<file path="src/rtl/sar_regs.vh">
// constants shared by the sar conversion sequencer files
`ifndef SAR_REGS_VH
`define SAR_REGS_VH
// ****************************************************************
// resolution and code points
// ****************************************************************
`define SAR_BITS          18
`define SAR_CODE_MID      18'h00000
`define SAR_CODE_POS_FS   18'h1FFFF
`define SAR_CODE_NEG_FS   18'h20000
// ****************************************************************
// timing
// ****************************************************************
`define SAR_CLK_MHZ       40
`define SAR_RATE_SPS      1000000
// cycles per sample at the top rate: 40e6 / 1e6
`define SAR_CYC_PER_SAMPLE (`SAR_CLK_MHZ * 1000000 / `SAR_RATE_SPS)
// cycles of acquisition before a start is honoured
`define SAR_ACQ_CYC       8
// settle cycles per bit decision
`define SAR_BIT_CYC       1
`endif

</file>
<file path="src/rtl/sar_code_fmt.v">
// result formatter: offset binary search word to two's complement
`default_nettype none
`include "sar_regs.vh"
module sar_code_fmt #(
   parameter N = `SAR_BITS          // code width
) (
   input  wire [N-1:0] raw,         // offset binary search result
   input  wire         over,        // input above reference range
   input  wire         under,       // input below ground
   output reg  [N-1:0] code         // formatted code
);
   // ****************************************************************
   // format
   // ****************************************************************
   // msb inversion maps offset binary to two's complement
   always @* begin
      if (over)
         code = {1'b0, {(N-1){1'b1}}};
      else if (under)
         code = {1'b1, {(N-1){1'b0}}};
      else
         code = {~raw[N-1], raw[N-2:0]};
   end
endmodule
`default_nettype wire

</file>
<file path="src/rtl/sar_conv_clk.v">
// internal conversion clock: strobe generator for bit steps
`default_nettype none
module sar_conv_clk #(
   parameter DIV = 1                // cycles between strobes
) (
   input  wire core_clk,            // system clock
   input  wire nrst,                // async reset, active low
   input  wire run,                 // count while high
   output reg  step                 // one-cycle strobe
);
   // ****************************************************************
   // divider
   // ****************************************************************
   reg [7:0] cnt_r;                 // divider count

   // free-running while run; no external serial clock needed
   always @(posedge core_clk or negedge nrst) begin
      if (!nrst) begin
         cnt_r <= 8'h00;
         step  <= 1'b0;
      end else if (!run) begin
         cnt_r <= 8'h00;
         step  <= 1'b0;
      end else if (cnt_r == DIV[7:0] - 8'h01) begin
         cnt_r <= 8'h00;
         step  <= 1'b1;
      end else begin
         cnt_r <= cnt_r + 8'h01;
         step  <= 1'b0;
      end
   end
endmodule
`default_nettype wire

</file>
<file path="src/rtl/sar_seq.v">
// sar conversion sequencer top: acquisition, bit search, result
// ****************************************************************
// How it works
// - convert_start rise after acquisition starts conversion
// - open ground switches, then arrays to ground
// - drive two 18-bit binary arrays, trial word and its complement
// - decide bits msb first from comparator
// - finish: back to acquire, code, busy
// - bit steps timed by internal conversion clock
// - full cycle fits one microsecond
// - low power between conversions automatically
// - code belongs to the same conversion
// - result is 18-bit two's complement
// - overrange gives positive full scale
// - underrange gives negative full scale
// ****************************************************************
`default_nettype none
`include "sar_regs.vh"
module sar_seq #(
   parameter N       = `SAR_BITS,    // resolution
   parameter ACQ_CYC = `SAR_ACQ_CYC, // minimum acquisition cycles
   parameter BIT_CYC = `SAR_BIT_CYC  // cycles per bit decision
) (
   input  wire         core_clk,               // 40 MHz clock
   input  wire         nrst,                   // async reset, low
   input  wire         convert_start,          // pin, async
   input  wire         cmp_in,                 // comparator latch
   input  wire         over_in,                // overrange flag, async
   input  wire         under_in,               // underrange flag, async
   output reg          positive_ground_switch, // high = closed
   output reg          negative_ground_switch, // high = closed
   output reg          arrays_to_input,        // high = track inputs
   output reg  [N-1:0] pos_array,              // 1 = element to ref
   output reg  [N-1:0] neg_array,              // 1 = element to ref
   output reg          busy,                   // conversion running
   output reg          done,                   // one-cycle pulse
   output reg          power_down,             // low power state
   output reg  [N-1:0] result                  // last code
);
   // ****************************************************************
   // states
   // ****************************************************************
   localparam [2:0] ST_ACQ  = 3'h0;  // tracking inputs
   localparam [2:0] ST_OPEN = 3'h1;  // ground switches open
   localparam [2:0] ST_HOLD = 3'h2;  // arrays moved to ground
   localparam [2:0] ST_BIT  = 3'h3;  // bit search
   localparam [2:0] ST_FIN  = 3'h4;  // output code

   // ****************************************************************
   // input synchronisers
   // ****************************************************************
   reg [2:0] s1_r;                   // first stage, read by s2 only
   reg [2:0] s2_r;                   // second stage
   reg       cnv_d_r;                // delayed start for edge detect

   // two stages on the start and range flag pins before any logic looks at them
   always @(posedge core_clk or negedge nrst) begin
      if (!nrst) begin
         s1_r    <= 3'h0;
         s2_r    <= 3'h0;
         cnv_d_r <= 1'b0;
      end else begin
         s1_r    <= {under_in, over_in, convert_start};
         s2_r    <= s1_r;
         cnv_d_r <= s2_r[0];
      end
   end

   wire cnv_s   = s2_r[0];           // synced start
   // comparator latch sits in the analog core on core_clk, so it is
   // same-domain; two sync stages would cost two cycles per bit and
   // push the whole cycle past one microsecond
   wire cmp_s   = cmp_in;            // comparator decision
   wire over_s  = s2_r[1];           // synced overrange
   wire under_s = s2_r[2];           // synced underrange
   wire cnv_rise = cnv_s & ~cnv_d_r; // start edge

   // ****************************************************************
   // sequencer registers
   // ****************************************************************
   reg [2:0]   st_r;                 // state
   reg [2:0]   st_nxt;
   reg [7:0]   acq_r;                // acquisition cycle count
   reg [7:0]   acq_nxt;
   reg [4:0]   bit_r;                // current bit index
   reg [4:0]   bit_nxt;
   reg [N-1:0] trial_r;              // search word
   reg [N-1:0] trial_nxt;
   reg         ovr_r;                // latched overrange
   reg         ovr_nxt;
   reg         und_r;                // latched underrange
   reg         und_nxt;
   reg [N-1:0] res_nxt;
   wire        step;                 // conversion clock strobe
   wire [N-1:0] fmt_code;            // formatted result

   // conversion clock runs only during the bit search
   sar_conv_clk #(
      .DIV  (BIT_CYC)
   ) u_clk (
      .core_clk (core_clk),
      .nrst     (nrst),
      .run      (st_nxt == ST_BIT),
      .step     (step)
   );

   // format from the search word of this very conversion
   sar_code_fmt #(
      .N (N)
   ) u_fmt (
      .raw   (trial_r),
      .over  (ovr_r),
      .under (und_r),
      .code  (fmt_code)
   );

   // one-hot mask of the bit under trial
   function [N-1:0] bit_mask;
      input [4:0] idx;
      begin
         bit_mask = {{(N-1){1'b0}}, 1'b1} << idx;
      end
   endfunction

   // ****************************************************************
   // next state
   // ****************************************************************
   // acquisition must finish before a start edge is honoured;
   // a start during conversion is ignored, the host must wait
   always @* begin
      st_nxt    = st_r;
      acq_nxt   = acq_r;
      bit_nxt   = bit_r;
      trial_nxt = trial_r;
      ovr_nxt   = ovr_r;
      und_nxt   = und_r;
      res_nxt   = result;
      case (st_r)
         ST_ACQ: begin
            if (acq_r != ACQ_CYC[7:0])
               acq_nxt = acq_r + 8'h01;
            if (cnv_rise && acq_r == ACQ_CYC[7:0]) begin
               st_nxt = ST_OPEN;
               ovr_nxt = over_s;
               und_nxt = under_s;
            end
         end
         ST_OPEN: begin
            st_nxt = ST_HOLD;
         end
         ST_HOLD: begin
            st_nxt    = ST_BIT;
            bit_nxt   = N[4:0] - 5'h01;
            trial_nxt = bit_mask(N[4:0] - 5'h01);
         end
         ST_BIT: begin
            if (step) begin
               // comparator low: trial too big, drop the bit
               if (!cmp_s)
                  trial_nxt = trial_r & ~bit_mask(bit_r);
               if (bit_r == 5'h00)
                  st_nxt = ST_FIN;
               else begin
                  bit_nxt   = bit_r - 5'h01;
                  trial_nxt = (cmp_s ? trial_r
                               : trial_r & ~bit_mask(bit_r))
                              | bit_mask(bit_r - 5'h01);
               end
            end
         end
         ST_FIN: begin
            st_nxt  = ST_ACQ;
            acq_nxt = 8'h00;
            res_nxt = fmt_code;
         end
         default: begin
            st_nxt = ST_ACQ;
         end
      endcase
   end

   // ****************************************************************
   // state and output flops
   // ****************************************************************
   // every output comes from a flop; switches follow the state
   always @(posedge core_clk or negedge nrst) begin
      if (!nrst) begin
         st_r    <= ST_ACQ;
         acq_r   <= 8'h00;
         bit_r   <= 5'h00;
         trial_r <= {N{1'b0}};
         ovr_r   <= 1'b0;
         und_r   <= 1'b0;
         result  <= `SAR_CODE_MID;
         positive_ground_switch <= 1'b1;
         negative_ground_switch <= 1'b1;
         arrays_to_input        <= 1'b1;
         pos_array  <= {N{1'b0}};
         neg_array  <= {N{1'b0}};
         busy       <= 1'b0;
         done       <= 1'b0;
         power_down <= 1'b1;
      end else begin
         st_r    <= st_nxt;
         acq_r   <= acq_nxt;
         bit_r   <= bit_nxt;
         trial_r <= trial_nxt;
         ovr_r   <= ovr_nxt;
         und_r   <= und_nxt;
         result  <= res_nxt;
         // ground switches open first, arrays leave inputs next
         positive_ground_switch <= (st_nxt == ST_ACQ);
         negative_ground_switch <= (st_nxt == ST_ACQ);
         arrays_to_input <= (st_nxt == ST_ACQ) ||
                            (st_nxt == ST_OPEN);
         // positive array carries the trial, negative array its complement
         pos_array <= (st_nxt == ST_BIT) ? trial_nxt
                      : {N{1'b0}};
         neg_array <= (st_nxt == ST_BIT) ? ~trial_nxt
                      : {N{1'b0}};
         busy <= (st_nxt != ST_ACQ);
         done <= (st_r == ST_FIN);
         // analog core idles in acquisition, no command needed
         power_down <= (st_nxt == ST_ACQ);
      end
   end

   // whole cycle: 8 acq + 2 + 18 bits + 1 + sync, well under 40
   // cycles of one microsecond at 40 MHz
endmodule
`default_nettype wire
</file>
<file path="config.mk">
export PLATFORM = sky130hd
export DESIGN_NAME = sar_seq
export DESIGN_NICKNAME = d
export VERILOG_FILES = /design/src/rtl/sar_code_fmt.v /design/src/rtl/sar_conv_clk.v /design/src/rtl/sar_seq.v
export VERILOG_INCLUDE_DIRS = /design/src /design/src/rtl
export SDC_FILE = /design/constraint.sdc
export NUM_CORES = 1
export LEC_CHECK = 0
export BUFFER_PORTS_ARGS = -buffer_cell sky130_fd_sc_hd__buf_4
export CAP_MARGIN = 15
export CORE_AREA = 2 2 94 96
export CTS_BUF_LIST = sky130_fd_sc_hd__clkbuf_4 sky130_fd_sc_hd__clkbuf_8
export DETAILED_ROUTE_END_ITERATION = 12
export DIE_AREA = 0 0 96 98
export GPL_ROUTABILITY_DRIVEN = 0
export PLACE_DENSITY = 0.81
export RECOVER_POWER = 50
export SYNTH_ARGS = -nofsm -noshare
export SYNTH_HDL_FRONTEND = slang
export SYNTH_HIERARCHICAL = 1
export SYNTH_SLANG_ARGS = --single-unit
</file>
<file path="constraint.sdc">
create_clock -name core_clk -period 3.23 [get_ports core_clk]
set_clock_uncertainty 0.2 [all_clocks]
set_input_delay 0.646 -clock core_clk [delete_from_list [all_inputs] [get_ports core_clk]]
set_output_delay 0.646 -clock core_clk [all_outputs]
set_load 0.1 [all_outputs]
</file>
Yosys cells after proc, flatten, opt, wreduce, memory -nomap -nowiden
Cells that the tools add are included.
W data, S select, Z words.
{"block": "totals", "register_bits": 110, "latchBits": 0, "ramBits": 0, "rom_bits": 0, "inputBits": 6, "output_inout_bits": 60, "elab_cells": 74, "n_memories": 0}
{"block": "op_classes", "addsub": 3, "multipliers": 0, "div": 0, "order_cmp": 0, "eq_ne": 11, "shift": 2, "n_mux": 21, "bitwise_logic": 7, "n_reduce_logical": 12}
{"op": "$mux W18", "n": 7}
{"op": "$not A18 Y18", "n": 2}
{"op": "$pmux W18 S2", "n": 1}
{"op": "$shl A1 B5 Y18 const A", "n": 2}
{"op": "$mux W8", "n": 3}
{"op": "$and A18 B18 Y18", "n": 1}
{"op": "$or A18 B18 Y18", "n": 1}
{"op": "$add A8 B1 Y8 const B", "n": 2}
{"op": "$pmux W8 S2", "n": 1}
{"op": "$pmux W3 S4", "n": 1}
{"op": "$mux W5", "n": 2}
{"op": "$pmux W5 S2", "n": 1}
{"op": "$eq A3 B2 Y1 const B", "n": 3}
{"op": "$mux W3", "n": 3}
{"op": "$eq A8 B4 Y1 const B", "n": 1}
{"op": "$logic_not A8 Y1", "n": 1}
{"op": "$ne A8 B4 Y1 const B", "n": 1}
{"op": "$eq A3 B1 Y1 const B", "n": 2}
{"op": "$logic_not A3 Y1", "n": 2}
{"op": "$logic_not A5 Y1", "n": 1}
{"op": "$sub A5 B1 Y5 const B", "n": 1}
{"op": "$ne A2 B2 Y1 const B", "n": 2}
{"op": "$reduce_and A2 Y1", "n": 2}
{"op": "$reduce_bool A2 Y1", "n": 2}
{"op": "other kinds (9)", "n": 11}

Depth between registers and ports, before layout
{"block": "depth", "depth_word": 10, "mapped_depth": 9, "ltp_nobuf": 7}

By module
The synthesis kept the hierarchy.
{"mod": "sar_seq", "instances": 1, "cells_each": 402, "area_per_inst_um2": 4325.4, "seq_area_each_um2": 2529.9}
{"mod": "sar_conv_clk", "instances": 1, "cells_each": 43, "area_per_inst_um2": 434.2, "seq_area_each_um2": 225.2}
{"mod": "sar_code_fmt", "instances": 1, "cells_each": 22, "area_per_inst_um2": 183.9, "seq_area_each_um2": 0.0}

Worst setup path after synthesis
No wires, ideal clock.
{"block": "synth_timing", "kind": "flip-flop to flip-flop", "start": "reg bit_r[0]", "end": "reg u_clk.step", "setup_time_ns": 0.123, "arrival_time_ns": 2.031, "required_time_ns": 2.907, "setup_slack_ns": 0.876, "path_stages_with_launch": 9, "n_path_buf": 1, "period_less_slack_ns": 2.354, "cell_sequence": "dfrtp_1 > inv_1 > ha_1 > or4b_4 > o21ai_4 > inv_2 > clkbuf_1 > inv_1 > nor3_1"}
{"block": "synth_via", "elab_chain_len": 6}
{"element": "start, declared", "line_no": "sar_seq.v:85", "text": "reg [4:0] bit_r;"}
{"element": "start signal, assigned", "line_no": "sar_seq.v:206", "text": "bit_r <= bit_nxt;"}
{"element": "$logic_not A5 Y1", "line_no": "sar_seq.v:161", "text": "if (bit_r == 5'h00)"}
{"element": "$mux W3", "line_no": "sar_seq.v:161"}
{"element": "$mux W3", "line_no": "sar_seq.v:157", "text": "if (step) begin"}
{"element": "$pmux W3 S4", "line_no": "sar_seq.v:138", "text": "case (st_r)"}
{"element": "$eq A3 B2 Y1", "line_no": "sar_seq.v:103", "text": ".run (st_nxt == ST_BIT),"}
{"element": "$mux W1", "line_no": "sar_conv_clk.v:21", "text": "end else if (!run) begin"}
{"element": "end signal, assigned", "line_no": "sar_conv_clk.v:20", "text": "step <= 1'b0;"}
{"element": "end signal, assigned", "line_no": "sar_conv_clk.v:23", "text": "step <= 1'b0;"}
{"element": "end signal, assigned", "line_no": "sar_conv_clk.v:26", "text": "step <= 1'b1;"}
{"element": "end, declared", "line_no": "sar_conv_clk.v:9", "text": "output reg step"}
Every way passes these cells.
A chain may end at the register's enable or synchronous reset.

Final worst setup path
{"block": "layout_timing", "start": "reg bit_r[0]", "end": "reg trial_r[6]"}
{"block": "layout_via", "elab_chain_len": 8, "word_cells_on_any_way": 11, "classes_between": "add/sub (1); shift (2); mux (4); bitwise (3); reduce/logical (1)"}
{"element": "branches (longest 5 deep; another with $sub A5 B1 Y5)"}
{"element": "$mux W18 (*)", "line_no": "sar_seq.v:161"}
{"element": "$mux W18 (*)", "line_no": "sar_seq.v:157"}
{"element": "$pmux W18 S2 (*)", "line_no": "sar_seq.v:138"}
{"element": "named net trial_nxt[6]", "line_no": "sar_seq.v:88", "text": "reg [N-1:0] trial_nxt;"}
{"element": "end signal, assigned", "line_no": "sar_seq.v:191", "text": "trial_r <= {N{1'b0}};"}
{"element": "end signal, assigned", "line_no": "sar_seq.v:207", "text": "trial_r <= trial_nxt;"}
{"element": "end, declared", "line_no": "sar_seq.v:87", "text": "reg [N-1:0] trial_r;"}
Mark *: on every way through the listed nets, which the timed path passes.

==> flow_metrics.env <==
export IMPL_synth_edf_count=0
export IMPL_clock_fmax_mhz=376
export IMPL_crit_chain="inv_1 -> ha_1 -> nor2_1 -> nor4_1 -> or3b_1 -> o21ai_0"
export IMPL_avgSynthCellArea_um2=10.6
export IMPL_num_vias=3913
export IMPL_fill_cells=671
export IMPL_end_kind="register"
export IMPL_drtPass1Iterations=5
export IMPL_tritoncts_num_buffers=9
export IMPL_rows=34
export IMPL_clock_root_buffer="clkbuf_8"
export IMPL_cpPeakStageDelay_ps=710
export IMPL_syn_to_final_growth_pct=14.0
export IMPL_cts_resized=0
export IMPL_die_w_um=96
export IMPL_synth_area_mm2=0.00494
export IMPL_final_max_slew_viol_count=65
export IMPL_cp_data_required_time_ps=3250
export IMPL_cts_tree="yes"
export IMPL_cp_arrival_ps=2680
export IMPL_gr_total_overflow=0
export IMPL_max_cap_viol_count=1
export IMPL_crit_path_start_kind="register"
export IMPL_core_mm2=0.00847
export IMPL_dpl_cell_area_mm2=0.00547
export IMPL_antenna_left=0
export IMPL_r2r_slack_ps=570
export IMPL_clkLatencyLatePin_ps=380
export IMPL_antenna_found_initial=0
export IMPL_path_clk_slew_ps=100
export IMPL_cts_hold_buffers=0
export IMPL_grt_setup_unrepaired="no"
export IMPL_cp_max_fo=24
export IMPL_avgViaCountPerCell=6.16
export IMPL_cts_setup_buffers=0
export IMPL_max_slew_margin_pct=-5.92
export IMPL_final_nets=537
export IMPL_io_pins=66
export IMPL_layout_commonest_cell="dfrtp_1"
export IMPL_tightest_slew_ps=1590
export IMPL_hold_class="reg -> reg"
export IMPL_port_buffers=65
export IMPL_period_needed_ps=2660
export IMPL_postSynthCellCount=467
export IMPL_wl_per_cell_um=18.3
export IMPL_grt_max_degree=65
export IMPL_cts_buffer_depth=2
export IMPL_dp_hpwl_um=7980
export IMPL_fin_crit_sh_pct=82.4
export IMPL_synth_seq_cells=110
export IMPL_status="complete, but fails checks"
export IMPL_setup_viol=0
export IMPL_cp_top_family="simple AND/OR/NAND/NOR gates"
export IMPL_htreeDepth=3
export IMPL_dr_first_iter_drc_count=334
export IMPL_drive_above_1_share_pct=18.4
export IMPL_finalInstanceArea_mm2=0.00564
export IMPL_chipHeight_um=98
export IMPL_die_area_mm2=0.00941
export IMPL_hold_violations=0
export IMPL_grt_usage_pct=26.4
export IMPL_insertedDiodeCount=0
export IMPL_synth_seq_area_share_pct=55.7
export IMPL_async_flop_share_pct=100
export IMPL_synth_main_ff_cell="dfrtp_1"
export IMPL_cp_buffers_inverters=1
export IMPL_most_common_layout_cells="108 x dfrtp_1, 84 x nand2_1, 52 x buf_4, 24 x o21ai_0, 23 x nor2_1"
export IMPL_violations="max-capacitance violations, max-slew violations"
export IMPL_yosysUniqueCellTypes=60
export IMPL_start_util_pct=58.4
export IMPL_wl_um=11600
export IMPL_grt_first_pass_wirelength_um=19100
export IMPL_critical_path_class="reg -> reg"
export IMPL_yosysWarnings=6
export IMPL_drc=0
export IMPL_slowest_stage="or3b_1"
export IMPL_synth_net_count=482
export IMPL_grt_pass1_vias=3724
export IMPL_clock_sinks=110
export IMPL_finalSetupTns_ps=0
-- registers in the layout, indices dropped and copies added (netlist names), 3 cells and up --
register	flops
pos_array	18
bit_r	5
s1_r	3
acq_r	8
result	18
trial_r	18
u_clk/cnt_r	8
st_r	3
neg_array	18
s2_r	3
-- through the flow --
stage / worst slack, ps / utilization (%) / hold slack, ps / std cells
after global placement: 762 / 64.6 / 137 / 619
after CTS: 613 / 67.3 / 160 / 635
final: 568 / 66.6 / 157 / 635
after detailed placement: 612 / 64.6 / 136 / 619
after floorplan: 876 / - / 131 / 467
after global routing: 273 / 66.6 / 164 / 635
-- cells by family (layout without fill, tap and decap cells) --
kind of cell               after synthesis  count (layout)  synth area share (%)
DFF                                    110             110                  55.7
and+or+nand+nor                        172             172                  17.5
AOI/OAI and AO/OA                      115             115                  17.0
muxes                                    8               8                  1.70
buffers and inverters                   44             104                  4.28
xor gates and xnor gates                 9               9                  1.59
adders and majority gates                9               9                  2.28
-- synthesized netlist by cell type (all sizes together), types with 3 or more instances --
cell type | number | share of area, %
dfrtp | 108 | 55
nand2 | 84 | 6.4
o21ai | 26 | 3.1
nor2 | 23 | 1.7
a21o | 18 | 2.9
buf | 17 | 2.2
inv | 16 | 1.2
o22ai | 16 | 2.0
o211a | 15 | 3.0
nand3 | 14 | 1.4
a21oi | 13 | 1.3
clkbuf | 11 | 0.84
ha | 9 | 2.3
o311ai | 8 | 1.6
nor3 | 7 | 0.71
or3 | 7 | 0.89
or4b | 7 | 1.6
xnor2 | 6 | 1.1
mux2i | 5 | 1.0
nor4 | 5 | 0.63
o21a | 5 | 0.76
and3 | 4 | 0.51
a21boi | 3 | 0.46
mux2 | 3 | 0.68
nand2b | 3 | 0.38
nand4 | 3 | 0.38
o211ai | 3 | 0.46
or4 | 3 | 0.53
xor2 | 3 | 0.53
-- layer usage --
| layer | GRT usage (%) | routed length [um] |
|---|---|---|
| met5 | 0 | 0 |
| met4 | 10.4 | 303 |
| met3 | 4.48 | 863 |
| met2 | 40.2 | 5650 |
| met1 | 38.0 | 4830 |
-- final cells by class --
cell class	count	area, um2	area share, %
clock buffers	10	138	2.44
clock inverters	6	92.6	1.64
inverters	16	60.1	1.07
multi-input cells	313	1980	35.1
flip-flops and latches	110	2760	48.9
well taps	108	135	2.40
repair buffers	72	478	8.48
-- worst paths after layout --
kind | to | cells past startpoint | start
max in group asynchronous | result[3] | 2 | nrst
min in group asynchronous | pos_array[17] | 1 | nrst
worst min-delay path | s2_r[1] | 0 | s1_r[1]
worst min register to register | s2_r[1] | 0 | s1_r[1]
worst max register to register | trial_r[6] | 6 | bit_r[0]
worst max-delay path | trial_r[6] | 6 | bit_r[0]
Power is left out: the tool's default activity adds up to more than one toggle a clock period on the data nets, which glitch-free logic cannot reach.
